==> config.mk <==
export PLATFORM = sky130hd
export DESIGN_NAME = smb_seq
export DESIGN_NICKNAME = d
export VERILOG_FILES = /design/src/logic/smb_pkg.sv /design/src/logic/smb_seq.sv
export SDC_FILE = /design/constraint.sdc
export NUM_CORES = 1
export LEC_CHECK = 0
export ABC_AREA = 0
export ABC_CLOCK_PERIOD_IN_PS = 2500
export BUFFER_PORTS_ARGS = -buffer_cell sky130_fd_sc_hd__buf_2
export CELL_PAD_IN_SITES_DETAIL_PLACEMENT = 0
export CELL_PAD_IN_SITES_GLOBAL_PLACEMENT = 1
export CORE_ASPECT_RATIO = 0.75
export CORE_MARGIN = 2
export CORE_UTILIZATION = 48
export CTS_BUF_LIST = sky130_fd_sc_hd__clkbuf_8 sky130_fd_sc_hd__clkbuf_16
export CTS_CLUSTER_DIAMETER = 40
export DETAILED_ROUTE_END_ITERATION = 12
export GPL_TIMING_DRIVEN = 1
export HOLD_SLACK_MARGIN = 0.05
export PLACE_DENSITY = 0.78
export SYNTH_ARGS = -nofsm -noshare
export SYNTH_HDL_FRONTEND = slang
export SYNTH_SLANG_ARGS = --single-unit
==> constraint.sdc <==
create_clock -name clk -period 2.5 [get_ports clk]
set_input_delay 0.125 -clock clk [delete_from_list [all_inputs] [get_ports clk]]
set_output_delay 0.125 -clock clk [all_outputs]
set_load 0.02 [all_outputs]
==> src/logic/smb_pkg.sv <==
// Constants, register map and state types of the SMBus sequencer.
// Assumes one 250 MHz system clock; SCL and SDA are asynchronous pins.

package smb_pkg;

    localparam int AW = 3;
    localparam logic [2:0] ADR_CTRL = 3'h0;
    localparam logic [2:0] ADR_DATA = 3'h1;
    localparam logic [2:0] ADR_SADR = 3'h2;
    localparam logic [2:0] ADR_SMSK = 3'h3;
    localparam logic [2:0] ADR_STAT = 3'h4;

    localparam int CTL_EN = 0;
    localparam int CTL_INHIBIT = 1;
    localparam int CTL_AUTO = 2;
    localparam int CTL_ACK = 3;
    localparam int CTL_STA = 4;
    localparam int CTL_STOP = 5;
    localparam int CTL_SI = 6;
    localparam int STA_ERR = 3;

    localparam int CLK_PS = 4000;
    localparam int SCL_HALF_NS = 40;
    localparam logic [7:0] HALF_CYC =
        8'((SCL_HALF_NS * 1000 + CLK_PS - 1) / CLK_PS);
    localparam logic [3:0] BIT_PRE = 4'hF;
    localparam logic [3:0] BIT_ACK = 4'h8;

    typedef enum logic [4:0] {
        ST_IDLE = 5'h01,
        ST_MSTART = 5'h02,
        ST_XFER = 5'h04,
        ST_WAIT = 5'h08,
        ST_MSTOP = 5'h10
    } smb_state_t;

    typedef struct packed {
        smb_state_t st;
        logic [2:0] scl_s;
        logic [2:0] sda_s;
        logic scl_f;
        logic sda_f;
        logic scl_p;
        logic sda_p;
        logic en;
        logic inhibit;
        logic auto_ack;
        logic ack_val;
        logic sta_req;
        logic stop_req;
        logic si;
        logic ack_req;
        logic err;
        logic master;
        logic tx;
        logic addr;
        logic ignore;
        logic acked;
        logic ack_got;
        logic wr_pend;
        logic [7:0] data;
        logic [7:0] sh;
        logic [6:0] sadr;
        logic [6:0] smsk;
        logic [3:0] bitc;
        logic [7:0] cnt;
        logic scl_oe_n;
        logic sda_oe_n;
        logic pin_lvl;
        logic [7:0] rdata;
    } smb_regs_t;

    localparam smb_regs_t REGS_RST = '{
        st: ST_IDLE,
        scl_s: 3'h7,
        sda_s: 3'h7,
        scl_f: 1'b1,
        sda_f: 1'b1,
        scl_p: 1'b1,
        sda_p: 1'b1,
        scl_oe_n: 1'b1,
        sda_oe_n: 1'b1,
        default: '0
    };

endpackage

==> src/logic/smb_seq.sv <==
// SMBus master (transmit and receive) and slave sequencer with its register port.
// Assumes open-drain pads outside: a low enable pulls the wire low.
`timescale 1ns/1ps
`default_nettype none

module smb_seq (
    input wire logic clk,
    input wire logic rst,
    input wire logic [smb_pkg::AW-1:0] reg_addr,
    input wire logic [7:0] reg_wdata,
    input wire logic reg_wr,
    input wire logic reg_rd,
    output logic [7:0] reg_rdata,
    input wire logic scl_i,
    output logic scl_o,
    output logic scl_oe_n,
    input wire logic sda_i,
    output logic sda_o,
    output logic sda_oe_n,
    output logic byte_irq
);
    import smb_pkg::*;

    smb_regs_t q;
    smb_regs_t d;
    logic scl_rise;
    logic scl_fall;
    logic bus_start;
    logic bus_stop;
    logic data_wr;

    function automatic logic addr_hit(
        input logic [7:0] b,
        input logic [6:0] a,
        input logic [6:0] m
    );
        return ((b[7:1] ^ a) & m) == 7'h00;
    endfunction

    assign scl_rise = q.scl_f & ~q.scl_p;
    assign scl_fall = ~q.scl_f & q.scl_p;
    assign bus_start = q.scl_f & q.scl_p & q.sda_p & ~q.sda_f;
    assign bus_stop = q.scl_f & q.scl_p & ~q.sda_p & q.sda_f;
    assign data_wr = reg_wr && (reg_addr == ADR_DATA);

    // ----------------------------------------------------------------
    // Next state
    // ----------------------------------------------------------------
    always_comb
    begin
        logic nb;
        logic a;
        nb = 1'b0;
        a = 1'b0;
        d = q;
        // A pin level counts only once the second and third stages agree.
        d.scl_s = {q.scl_s[1:0], scl_i};
        d.sda_s = {q.sda_s[1:0], sda_i};
        if (q.scl_s[1] == q.scl_s[2])
            d.scl_f = q.scl_s[2];
        if (q.sda_s[1] == q.sda_s[2])
            d.sda_f = q.sda_s[2];
        d.scl_p = q.scl_f;
        d.sda_p = q.sda_f;
        d.cnt = q.cnt + 8'h01;

        // Software accesses first, so that hardware sets below win.
        d.rdata = 8'h00;
        if (reg_rd)
        begin
            case (reg_addr)
                ADR_CTRL: d.rdata = {q.ack_req, q.si, q.stop_req, q.sta_req,
                                     q.ack_val, q.auto_ack, q.inhibit,
                                     q.en};
                ADR_DATA: d.rdata = q.data;
                ADR_SADR: d.rdata = {q.sadr, 1'b0};
                ADR_SMSK: d.rdata = {q.smsk, 1'b0};
                ADR_STAT: d.rdata = {4'h0, q.err, q.ignore,
                                     q.tx, q.master};
                default: d.rdata = 8'h00;
            endcase
        end
        if (reg_wr)
        begin
            case (reg_addr)
                ADR_CTRL:
                begin
                    d.en = reg_wdata[CTL_EN];
                    d.inhibit = reg_wdata[CTL_INHIBIT];
                    d.auto_ack = reg_wdata[CTL_AUTO];
                    d.ack_val = reg_wdata[CTL_ACK];
                    d.sta_req = q.sta_req | reg_wdata[CTL_STA];
                    d.stop_req = q.stop_req | reg_wdata[CTL_STOP];
                    if (!reg_wdata[CTL_SI])
                    begin
                        d.si = 1'b0;
                        d.ack_req = 1'b0;
                    end
                end
                ADR_DATA:
                begin
                    d.data = reg_wdata;
                    d.wr_pend = 1'b1;
                    // Loading after a NACK while still held is a misuse.
                    if (q.si && q.tx && !q.master && !q.ack_got)
                        d.err = 1'b1;
                end
                ADR_SADR: d.sadr = reg_wdata[7:1];
                ADR_SMSK: d.smsk = reg_wdata[7:1];
                ADR_STAT:
                    if (reg_wdata[STA_ERR])
                        d.err = 1'b0;
                default: ;
            endcase
        end

        if (!q.en)
        begin
            d.st = ST_IDLE;
            d.master = 1'b0;
            d.tx = 1'b0;
            d.scl_oe_n = 1'b1;
            d.sda_oe_n = 1'b1;
        end
        else
        begin
            unique case (q.st)
                ST_IDLE:
                begin
                    d.scl_oe_n = 1'b1;
                    d.sda_oe_n = 1'b1;
                    if (bus_start)
                    begin
                        d.st = ST_XFER;
                        d.master = 1'b0;
                        d.tx = 1'b0;
                        d.addr = 1'b1;
                        d.ignore = 1'b0;
                        d.bitc = BIT_PRE;
                    end
                    else if (q.sta_req && q.scl_f && q.sda_f)
                    begin
                        d.st = ST_MSTART;
                        d.sta_req = 1'b0;
                        d.ignore = 1'b0;
                        d.master = 1'b1;
                        d.cnt = 8'h00;
                        d.sda_oe_n = 1'b0;
                    end
                end
                ST_MSTART:
                    if (q.cnt >= HALF_CYC)
                    begin
                        // The address byte is the data register as written;
                        // its low bit set to 1 asks for a read.
                        d.st = ST_XFER;
                        d.scl_oe_n = 1'b0;
                        d.cnt = 8'h00;
                        d.tx = 1'b1;
                        d.addr = 1'b1;
                        d.bitc = BIT_PRE;
                        d.sh = q.data;
                        d.wr_pend = data_wr;
                    end
                ST_XFER:
                begin
                    // Both ends keep SCL low one half period after a hold,
                    // which gives SDA its setup time before release.
                    if (!q.scl_oe_n)
                    begin
                        if (q.cnt >= HALF_CYC)
                        begin
                            d.scl_oe_n = 1'b1;
                            d.cnt = 8'h00;
                        end
                    end
                    else if (q.master)
                    begin
                        if (!q.scl_f)
                            d.cnt = 8'h00;
                        else if (q.cnt >= HALF_CYC)
                        begin
                            d.scl_oe_n = 1'b0;
                            d.cnt = 8'h00;
                        end
                    end
                    if (!q.master && bus_stop)
                    begin
                        d.st = ST_IDLE;
                        d.tx = 1'b0;
                        d.sda_oe_n = 1'b1;
                        d.scl_oe_n = 1'b1;
                    end
                    else if (!q.master && bus_start)
                    begin
                        d.tx = 1'b0;
                        d.addr = 1'b1;
                        d.bitc = BIT_PRE;
                        d.sda_oe_n = 1'b1;
                    end
                    else if (scl_rise)
                    begin
                        if (q.bitc < BIT_ACK && !q.tx)
                            d.sh = {q.sh[6:0], q.sda_f};
                        else if (q.bitc == BIT_ACK && q.tx)
                            d.ack_got = ~q.sda_f;
                    end
                    else if (scl_fall)
                    begin
                        if (q.bitc == BIT_PRE)
                        begin
                            d.bitc = 4'h0;
                            if (q.tx)
                                d.sda_oe_n = q.sh[7];
                        end
                        else if (q.bitc == BIT_ACK)
                        begin
                            d.sda_oe_n = 1'b1;
                            if (!q.tx && q.addr && !q.acked)
                            begin
                                d.st = ST_IDLE;
                                d.ignore = 1'b1;
                            end
                            else if (q.tx || q.auto_ack)
                            begin
                                d.si = 1'b1;
                                d.st = ST_WAIT;
                                d.scl_oe_n = 1'b0;
                                d.bitc = 4'h0;
                            end
                            else
                                nb = 1'b1;
                        end
                        else if (q.bitc == 4'h7)
                        begin
                            d.bitc = BIT_ACK;
                            if (q.tx)
                                d.sda_oe_n = 1'b1;
                            else
                            begin
                                d.data = q.sh;
                                if (q.addr && q.inhibit)
                                begin
                                    d.st = ST_IDLE;
                                    d.ignore = 1'b1;
                                end
                                else if (q.auto_ack)
                                begin
                                    a = q.addr ? addr_hit(q.sh, q.sadr,
                                                          q.smsk)
                                               : q.ack_val;
                                    d.acked = a;
                                    d.sda_oe_n = ~a;
                                end
                                else
                                begin
                                    d.si = 1'b1;
                                    d.ack_req = 1'b1;
                                    d.st = ST_WAIT;
                                    d.scl_oe_n = 1'b0;
                                end
                            end
                        end
                        else
                        begin
                            d.bitc = q.bitc + 4'h1;
                            if (q.tx)
                            begin
                                d.sh = {q.sh[6:0], 1'b0};
                                d.sda_oe_n = q.sh[6];
                            end
                        end
                    end
                end
                ST_WAIT:
                begin
                    // SCL stays stretched while software owns the byte.
                    d.scl_oe_n = 1'b0;
                    d.cnt = 8'h00;
                    if (!q.master && bus_stop)
                    begin
                        d.st = ST_IDLE;
                        d.tx = 1'b0;
                        d.scl_oe_n = 1'b1;
                        d.sda_oe_n = 1'b1;
                    end
                    else if (!q.si)
                    begin
                        if (q.bitc == BIT_ACK)
                        begin
                            d.st = ST_XFER;
                            d.acked = q.ack_val;
                            d.sda_oe_n = ~q.ack_val;
                        end
                        else
                            nb = 1'b1;
                    end
                end
                ST_MSTOP:
                    if (q.bitc == 4'h0)
                    begin
                        if (q.cnt >= HALF_CYC)
                        begin
                            d.scl_oe_n = 1'b1;
                            d.bitc = 4'h1;
                            d.cnt = 8'h00;
                        end
                    end
                    else if (!q.scl_f)
                        d.cnt = 8'h00;
                    else if (q.cnt >= HALF_CYC)
                    begin
                        d.sda_oe_n = 1'b1;
                        d.st = ST_IDLE;
                        d.master = 1'b0;
                        d.tx = 1'b0;
                        d.stop_req = 1'b0;
                    end
                default: d.st = ST_IDLE;
            endcase
        end

        // Start of the next byte, or STOP for a master with stop_req: direction follows a pending data write.
        if (nb)
        begin
            if (q.master && q.stop_req)
            begin
                d.st = ST_MSTOP;
                d.bitc = 4'h0;
                d.cnt = 8'h00;
                d.scl_oe_n = 1'b0;
                d.sda_oe_n = 1'b0;
            end
            else
            begin
                d.st = ST_XFER;
                d.addr = 1'b0;
                d.tx = q.wr_pend;
                d.wr_pend = data_wr;
                d.bitc = 4'h0;
                d.sh = q.data;
                d.sda_oe_n = q.wr_pend ? q.data[7] : 1'b1;
            end
        end
    end

    always_ff @(posedge clk or posedge rst)
    begin
        if (rst)
            q <= REGS_RST;
        else
            q <= d;
    end

    assign reg_rdata = q.rdata;
    assign scl_o = q.pin_lvl;
    assign sda_o = q.pin_lvl;
    assign scl_oe_n = q.scl_oe_n;
    assign sda_oe_n = q.sda_oe_n;
    assign byte_irq = q.si;

    // ----------------------------------------------------------------
    // Checks
    // ----------------------------------------------------------------
    a_manual_ack_req:
    assert property (@(posedge clk) disable iff (rst)
        (q.en && q.st == ST_XFER && scl_fall && q.bitc == 4'h7 && !q.tx
         && !q.auto_ack && !(q.addr && q.inhibit) && !bus_stop)
        |=> (q.si && q.ack_req && q.st == ST_WAIT))
    else $error("manual ack byte did not request ack");

    a_auto_ack_late:
    assert property (@(posedge clk) disable iff (rst)
        (q.en && q.st == ST_XFER && scl_fall && q.bitc == 4'h7 && !q.tx
         && q.auto_ack && !q.addr && !q.si)
        |=> (!q.si && q.st == ST_XFER
             && q.sda_oe_n == !$past(q.ack_val)))
    else $error("auto ack interrupt came before ack");

    a_ack_polarity:
    assert property (@(posedge clk) disable iff (rst)
        (q.en && q.st == ST_WAIT && q.bitc == BIT_ACK && !q.si
         && !bus_stop)
        |=> (q.st == ST_XFER && q.sda_oe_n == !$past(q.ack_val)))
    else $error("ack value drove wrong level");

    a_tx_irq_after:
    assert property (@(posedge clk) disable iff (rst)
        (q.en && q.st == ST_XFER && scl_fall && q.bitc == BIT_ACK
         && q.tx && !bus_stop && !(bus_start && !q.master))
        |=> (q.si && q.st == ST_WAIT))
    else $error("transmit byte missed its interrupt");

    a_slave_stop:
    assert property (@(posedge clk) disable iff (rst)
        (q.en && !q.master && bus_stop
         && (q.st == ST_XFER || q.st == ST_WAIT))
        |=> (q.st == ST_IDLE && !q.tx))
    else $error("slave did not leave on stop");

    a_master_exit:
    assert property (@(posedge clk) disable iff (rst)
        (q.en && q.master) ##1 (q.en && !q.master)
        |-> ($past(q.st) == ST_MSTOP && $past(q.stop_req)))
    else $error("master mode left without stop");

    a_write_to_tx:
    assert property (@(posedge clk) disable iff (rst)
        (q.en && q.st == ST_WAIT && q.bitc == 4'h0 && !q.si
         && q.wr_pend && !(q.master && q.stop_req) && !bus_stop)
        |=> (q.tx && q.st == ST_XFER))
    else $error("data write did not select transmit");

    a_no_write_rx:
    assert property (@(posedge clk) disable iff (rst)
        (q.en && q.st == ST_WAIT && q.bitc == 4'h0 && !q.si
         && !q.wr_pend && !(q.master && q.stop_req) && !bus_stop)
        |=> (!q.tx && q.sda_oe_n))
    else $error("missing data write did not select receive");

    a_ignored_quiet:
    assert property (@(posedge clk) disable iff (rst)
        (q.ignore && !q.si) |=> !q.si)
    else $error("interrupt raised while address ignored");

endmodule

`default_nettype wire
==> flow_results.org <==
** Worst hold path
- HP Start :: reg_wdata[4]
- For hold timing, the worst endpoint is q[26]$_DFFE_PP0P_.
- Hold crit path type :: in2reg
- Number of instances on the worst hold path :: 2

** Setup path
- Cell chain of the critical path :: inv_1, ha_1, nor3b_1, buf_4, a21oi_1, or4_1, mux2i_1
- Setup slack on the worst reg-to-reg path comes out at 0.13 ns.
- The critical path contains buffers and inverters numbering 2 combined.
- The worst setup path is captured at a flop.
- Reg2Reg Depth :: 7
- Among all stages on the critical path, the largest delay is contributed by sky130_fd_sc_hd__or4_1.
- In this run the critical register-to-register path is launched from q[19]$_DFFE_PP0P_.
- Crit start category :: flop
- The worst setup path is of the reg2reg kind.
- At the worst endpoint, the required time is 2.72 ns.
- Broken down by cell family, the worst path's largest delay share belongs to simple AND/OR/NAND/NOR gates.
- Data arrives at the worst endpoint at 2.59 ns.
- Critical R2R Capture :: q[22]$_DFFE_PP0P_
- The most critical setup path has its startpoint at q[19]$_DFFE_PP0P_.
- Maximum fanout encountered on the critical timing path :: 5
- In this design, the stage delay of the slowest critical-path cell is 0.66 ns.

** STA
- Unrepaired setup endpoints after global routing :: false
- Adding up every negative setup slack in the final design gives 0 ns.
- Derived from the worst setup path, the maximum achievable clock frequency is 0.422 GHz.
- Slew @ Worst Pin :: 0.759 ns
- Worst relative slew slack :: 49.4%
- Post-route clock skew :: 0.00537 ns
- Setup violations remaining at the end of the flow were counted as 0.
- For the finished layout, the period the worst path requires is 2.37 ns.
- The final count of pins violating max slew came to 0.
- Final hold viol count :: 0
- Dividing the final minimum period by the clock period gives 94.8%.

** Floorplan
- Die area :: 10900 um2
- For this configuration, the core starts out at a cell density of 49.8%.
- Placeable core region :: 9740 um2
- # IOs :: 30
- The die is 120 um wide.
- The floorplan has 31 rows.
- Overall die height :: 91.1 um

** Power and ir drop
- The analysis attributes to net switching a power of 1.60 mW.
- Net switching is 35.0% of the power.
- Power per cell area :: 801 nW/um2
- Sequential cells burn 40.9% of the power.
- Combinational Power Share :: 29.7%
- Peak VDD IR :: 0.485 mV
- Static leakage :: 2.43 nW
- Internal power :: 2.96 mW
- Clock share of power :: 29.4%

** Clock tree
- Buffer count from post-CTS setup fixing :: 0
- CTS tree :: done
- The H-tree was split into 3 levels.
- After clock tree synthesis, the clock-pin slew on the worst setup and hold paths is 0.06 ns.
- In this run the clock root is driven by a sky130_fd_sc_hd__clkbuf_16.
- No sink is reached through more buffers than the 2 on the longest clock path.
- Counting the buffers created by CTS gives 9.
- Total number of clock tree sinks :: 83
- Clock latency on the worst-skew pair, taken at its later pin, is 0.34 ns.

** Yosys
- Number of instances in the synthesized netlist :: 484
- For this run, the number of Yosys warnings is 0.
- The commonest cells after synthesis are 70 x sky130_fd_sc_hd__dfrtp_1, 41 x sky130_fd_sc_hd__nand2_1, 33 x sky130_fd_sc_hd__nor2_1.
- Largest area contributor in the synthesized netlist :: sky130_fd_sc_hd__dfrtp_1
- Yosys mapped a number of flops with a built-in enable equal to 0.
- Post-Syn Area per Cell :: 10.0 um2
- In this run, distinct cell masters in the synthesized netlist total 76.
- Sequential cell area fraction in the yosys report :: 43.2%
- The most used flip-flop cell after synthesis is sky130_fd_sc_hd__dfrtp_1.
- Counting flops and latches in the post-synthesis netlist gives 83.
- Most common cell in the netlist :: sky130_fd_sc_hd__dfrtp_1
- Dominant cells by area after synthesis :: sky130_fd_sc_hd__dfrtp_1 36%, sky130_fd_sc_hd__dfstp_2 7.0%, sky130_fd_sc_hd__mux2_2 6.5%
- Netlist Area Pre-Place :: 4850 um2
- The synthesized design devotes to its leading area cell type 36.1% of total area.
- Async set-or-reset flop fraction in the synthesized netlist :: 100%

** Run status
- Outcome :: finished clean

** Global routing
- Pin count of the biggest net entering global routing :: 43
- For this run, the total global-route usage over all layers was measured as 27.3%.
- The first global-routing pass estimated 22900 um of wire.
- The via count of the first global-routing pass is 4085.
- The initial antenna violation count came to 0.
- After global routing the overflow that remains totals 0.

** Cells and area
- For this run, the share of the core covered by cells in the final layout is 58.5%.
- The number of antenna diodes in the final layout is 0.
- For this run, the post-layout net count is 556.
- Relative to the synthesized area, the layout overhead comes to 17.5%.
- Of the cells placed in the final design, the portion with a size suffix greater than 1 is 27.0%.
- Filler cell count in the final layout :: 817

** Route
- After detailed routing, the number of vias per cell comes to 6.29.
- The routed design has 14300 um of wire.
- Wire length per cell after detailed routing :: 21.2 um
- Met2 WL :: 5800 um
- Post-Route M1 WL :: 6730 um
- After the first detailed-routing iteration, the DRC count stood at 636.
- For this run, design rule violations remaining after detail routing come to 0.
- Via count :: 4228
- Routed length on met3 :: 1490 um
- In this run the top signal layer used is met4.
- Number of detailed-routing iterations run before antenna repair :: 5
- The count of nets left with antenna violations once routing finished came out at 0.

** Placement
- # port buffers :: 27
- The congestion estimate from routability-driven global placement came to 0.967.
- After legalization and detailed placement, the total HPWL measured 10600 um.

** Job
- Number of max-cap violations :: 0
-- sequential cells by signal (all words and copies together), names as in the netlist --
register and flops:
q 66, d 6, sda_oe_n 1, scl_oe_n 1, byte_irq 1, reg_rdata 8
-- metal layers --
layer,track usage (%),vias to the layer above
met5,0,-
met4,7.55,0
met3,7.66,28
met2,37.0,229
met1,42.1,2058
li1,-,1913
-- power groups by stage --
stage                     logic [mW]  registers (mW)  clock network, mW
after global routing            1.48            1.89               1.42
after detailed placement        1.30            1.87                  0
after CTS                       1.31            1.84               1.37
after floorplan                0.912            1.78                  0
final                           1.36            1.86               1.34
after global placement          1.30            1.86                  0
-- metrics by stage --
step                instances  worst slack, ns  hold slack (ns)  total power, mW  instance area [um2]
global route              672           0.0224           0.0792             4.79                 5700
detailed placement        650            0.121            0.232             3.17                 5300
finish                    672            0.130           0.0655             4.56                 5700
CTS                       672           0.0980           0.0653             4.53                 5660
global placement          650            0.133            0.232             3.15                 5300
floorplan                 485            0.260            0.129             2.69                 4850
-- final cells by class --
cell class / count / area [um2] / share of cell area (%)
inverters: 6 / 23.8 / 0.417
clock inverters: 5 / 37.5 / 0.659
repair buffers: 74 / 528 / 9.27
multi-input cells: 361 / 2580 / 45.4
flip-flops and latches: 83 / 2090 / 36.7
clock buffers: 11 / 264 / 4.63
well taps: 132 / 165 / 2.90
-- layout by cell type, fill, tap and decap left out, types with 4 or more instances in the layout --
master	synthesis	routed
sky130_fd_sc_hd__and2_1	6	6
sky130_fd_sc_hd__nor4_2	3	4
sky130_fd_sc_hd__nand2b_1	6	6
sky130_fd_sc_hd__nand3_1	11	11
sky130_fd_sc_hd__a211oi_1	4	4
sky130_fd_sc_hd__a222oi_1	8	8
sky130_fd_sc_hd__ha_1	4	4
sky130_fd_sc_hd__dlygate4sd3_1	0	6
sky130_fd_sc_hd__o21ai_0	21	21
sky130_fd_sc_hd__nor2_1	33	33
sky130_fd_sc_hd__o211ai_1	4	4
sky130_fd_sc_hd__a22oi_1	10	10
sky130_fd_sc_hd__buf_2	12	27
sky130_fd_sc_hd__nor3_1	9	9
sky130_fd_sc_hd__mux4_2	4	4
sky130_fd_sc_hd__a21oi_1	26	26
sky130_fd_sc_hd__dfrtp_1	70	70
sky130_fd_sc_hd__nor3b_1	6	5
sky130_fd_sc_hd__mux2i_1	13	13
sky130_fd_sc_hd__inv_1	6	5
sky130_fd_sc_hd__xor2_1	12	12
sky130_fd_sc_hd__clkbuf_16	0	10
sky130_fd_sc_hd__nand2_1	41	41
sky130_fd_sc_hd__mux2_2	28	28
sky130_fd_sc_hd__o2111ai_1	4	4
sky130_fd_sc_hd__a31oi_1	7	7
sky130_fd_sc_hd__o22ai_1	11	11
sky130_fd_sc_hd__nor2b_1	13	13
sky130_fd_sc_hd__dfstp_2	13	13
sky130_fd_sc_hd__nand4_1	4	4
sky130_fd_sc_hd__buf_4	11	39
-- worst register-to-register path, stage by stage, from the launching register on --
cell	delay, ns
sky130_fd_sc_hd__dfrtp_1	0.42
sky130_fd_sc_hd__inv_1	0.08
sky130_fd_sc_hd__ha_1	0.20
sky130_fd_sc_hd__nor3b_1	0.43
sky130_fd_sc_hd__buf_4	0.23
sky130_fd_sc_hd__a21oi_1	0.06
sky130_fd_sc_hd__or4_1	0.66
sky130_fd_sc_hd__mux2i_1	0.17
-- worst max path at each step --
| stage | depth (start not counted) | endpoint | slack, ns |
|---|---|---|---|
| floorplan | 1 | byte_irq$_DFF_PP0_ | 0.26 |
| global placement | 8 | q[79]$_DFFE_PP1P_ | 0.13 |
| detailed placement | 7 | q[41]$_DFF_PP0_ | 0.12 |
| CTS | 7 | q[41]$_DFF_PP0_ | 0.1 |
| global route | 7 | q[41]$_DFF_PP0_ | 0.02 |
| finish | 7 | q[22]$_DFFE_PP0P_ | 0.13 |
-- kinds of logic (layout without fill, tap and decap cells) --
family          after synthesis  count (layout)  synth area share (%)
buf+inv                      41              96                  4.33
flops                        83              83                  43.2
xor+xnor                     14              14                  2.53
other cells                   1               2                0.0773
simple gates                162             162                  18.2
mux                          46              46                  11.3
fa+ha+maj                     6               6                  1.44
compound gates              131             131                  18.9
-- repair_timing --
| action | CTS | global route |
|---|---|---|
| hold buffers | 6 | 0 |
| setup endpoints to repair | 0 | 6 |
| hold endpoints to repair | 35 | 0 |
| resized for setup | 0 | 5 |
Power figures use the tool's default switching activity.
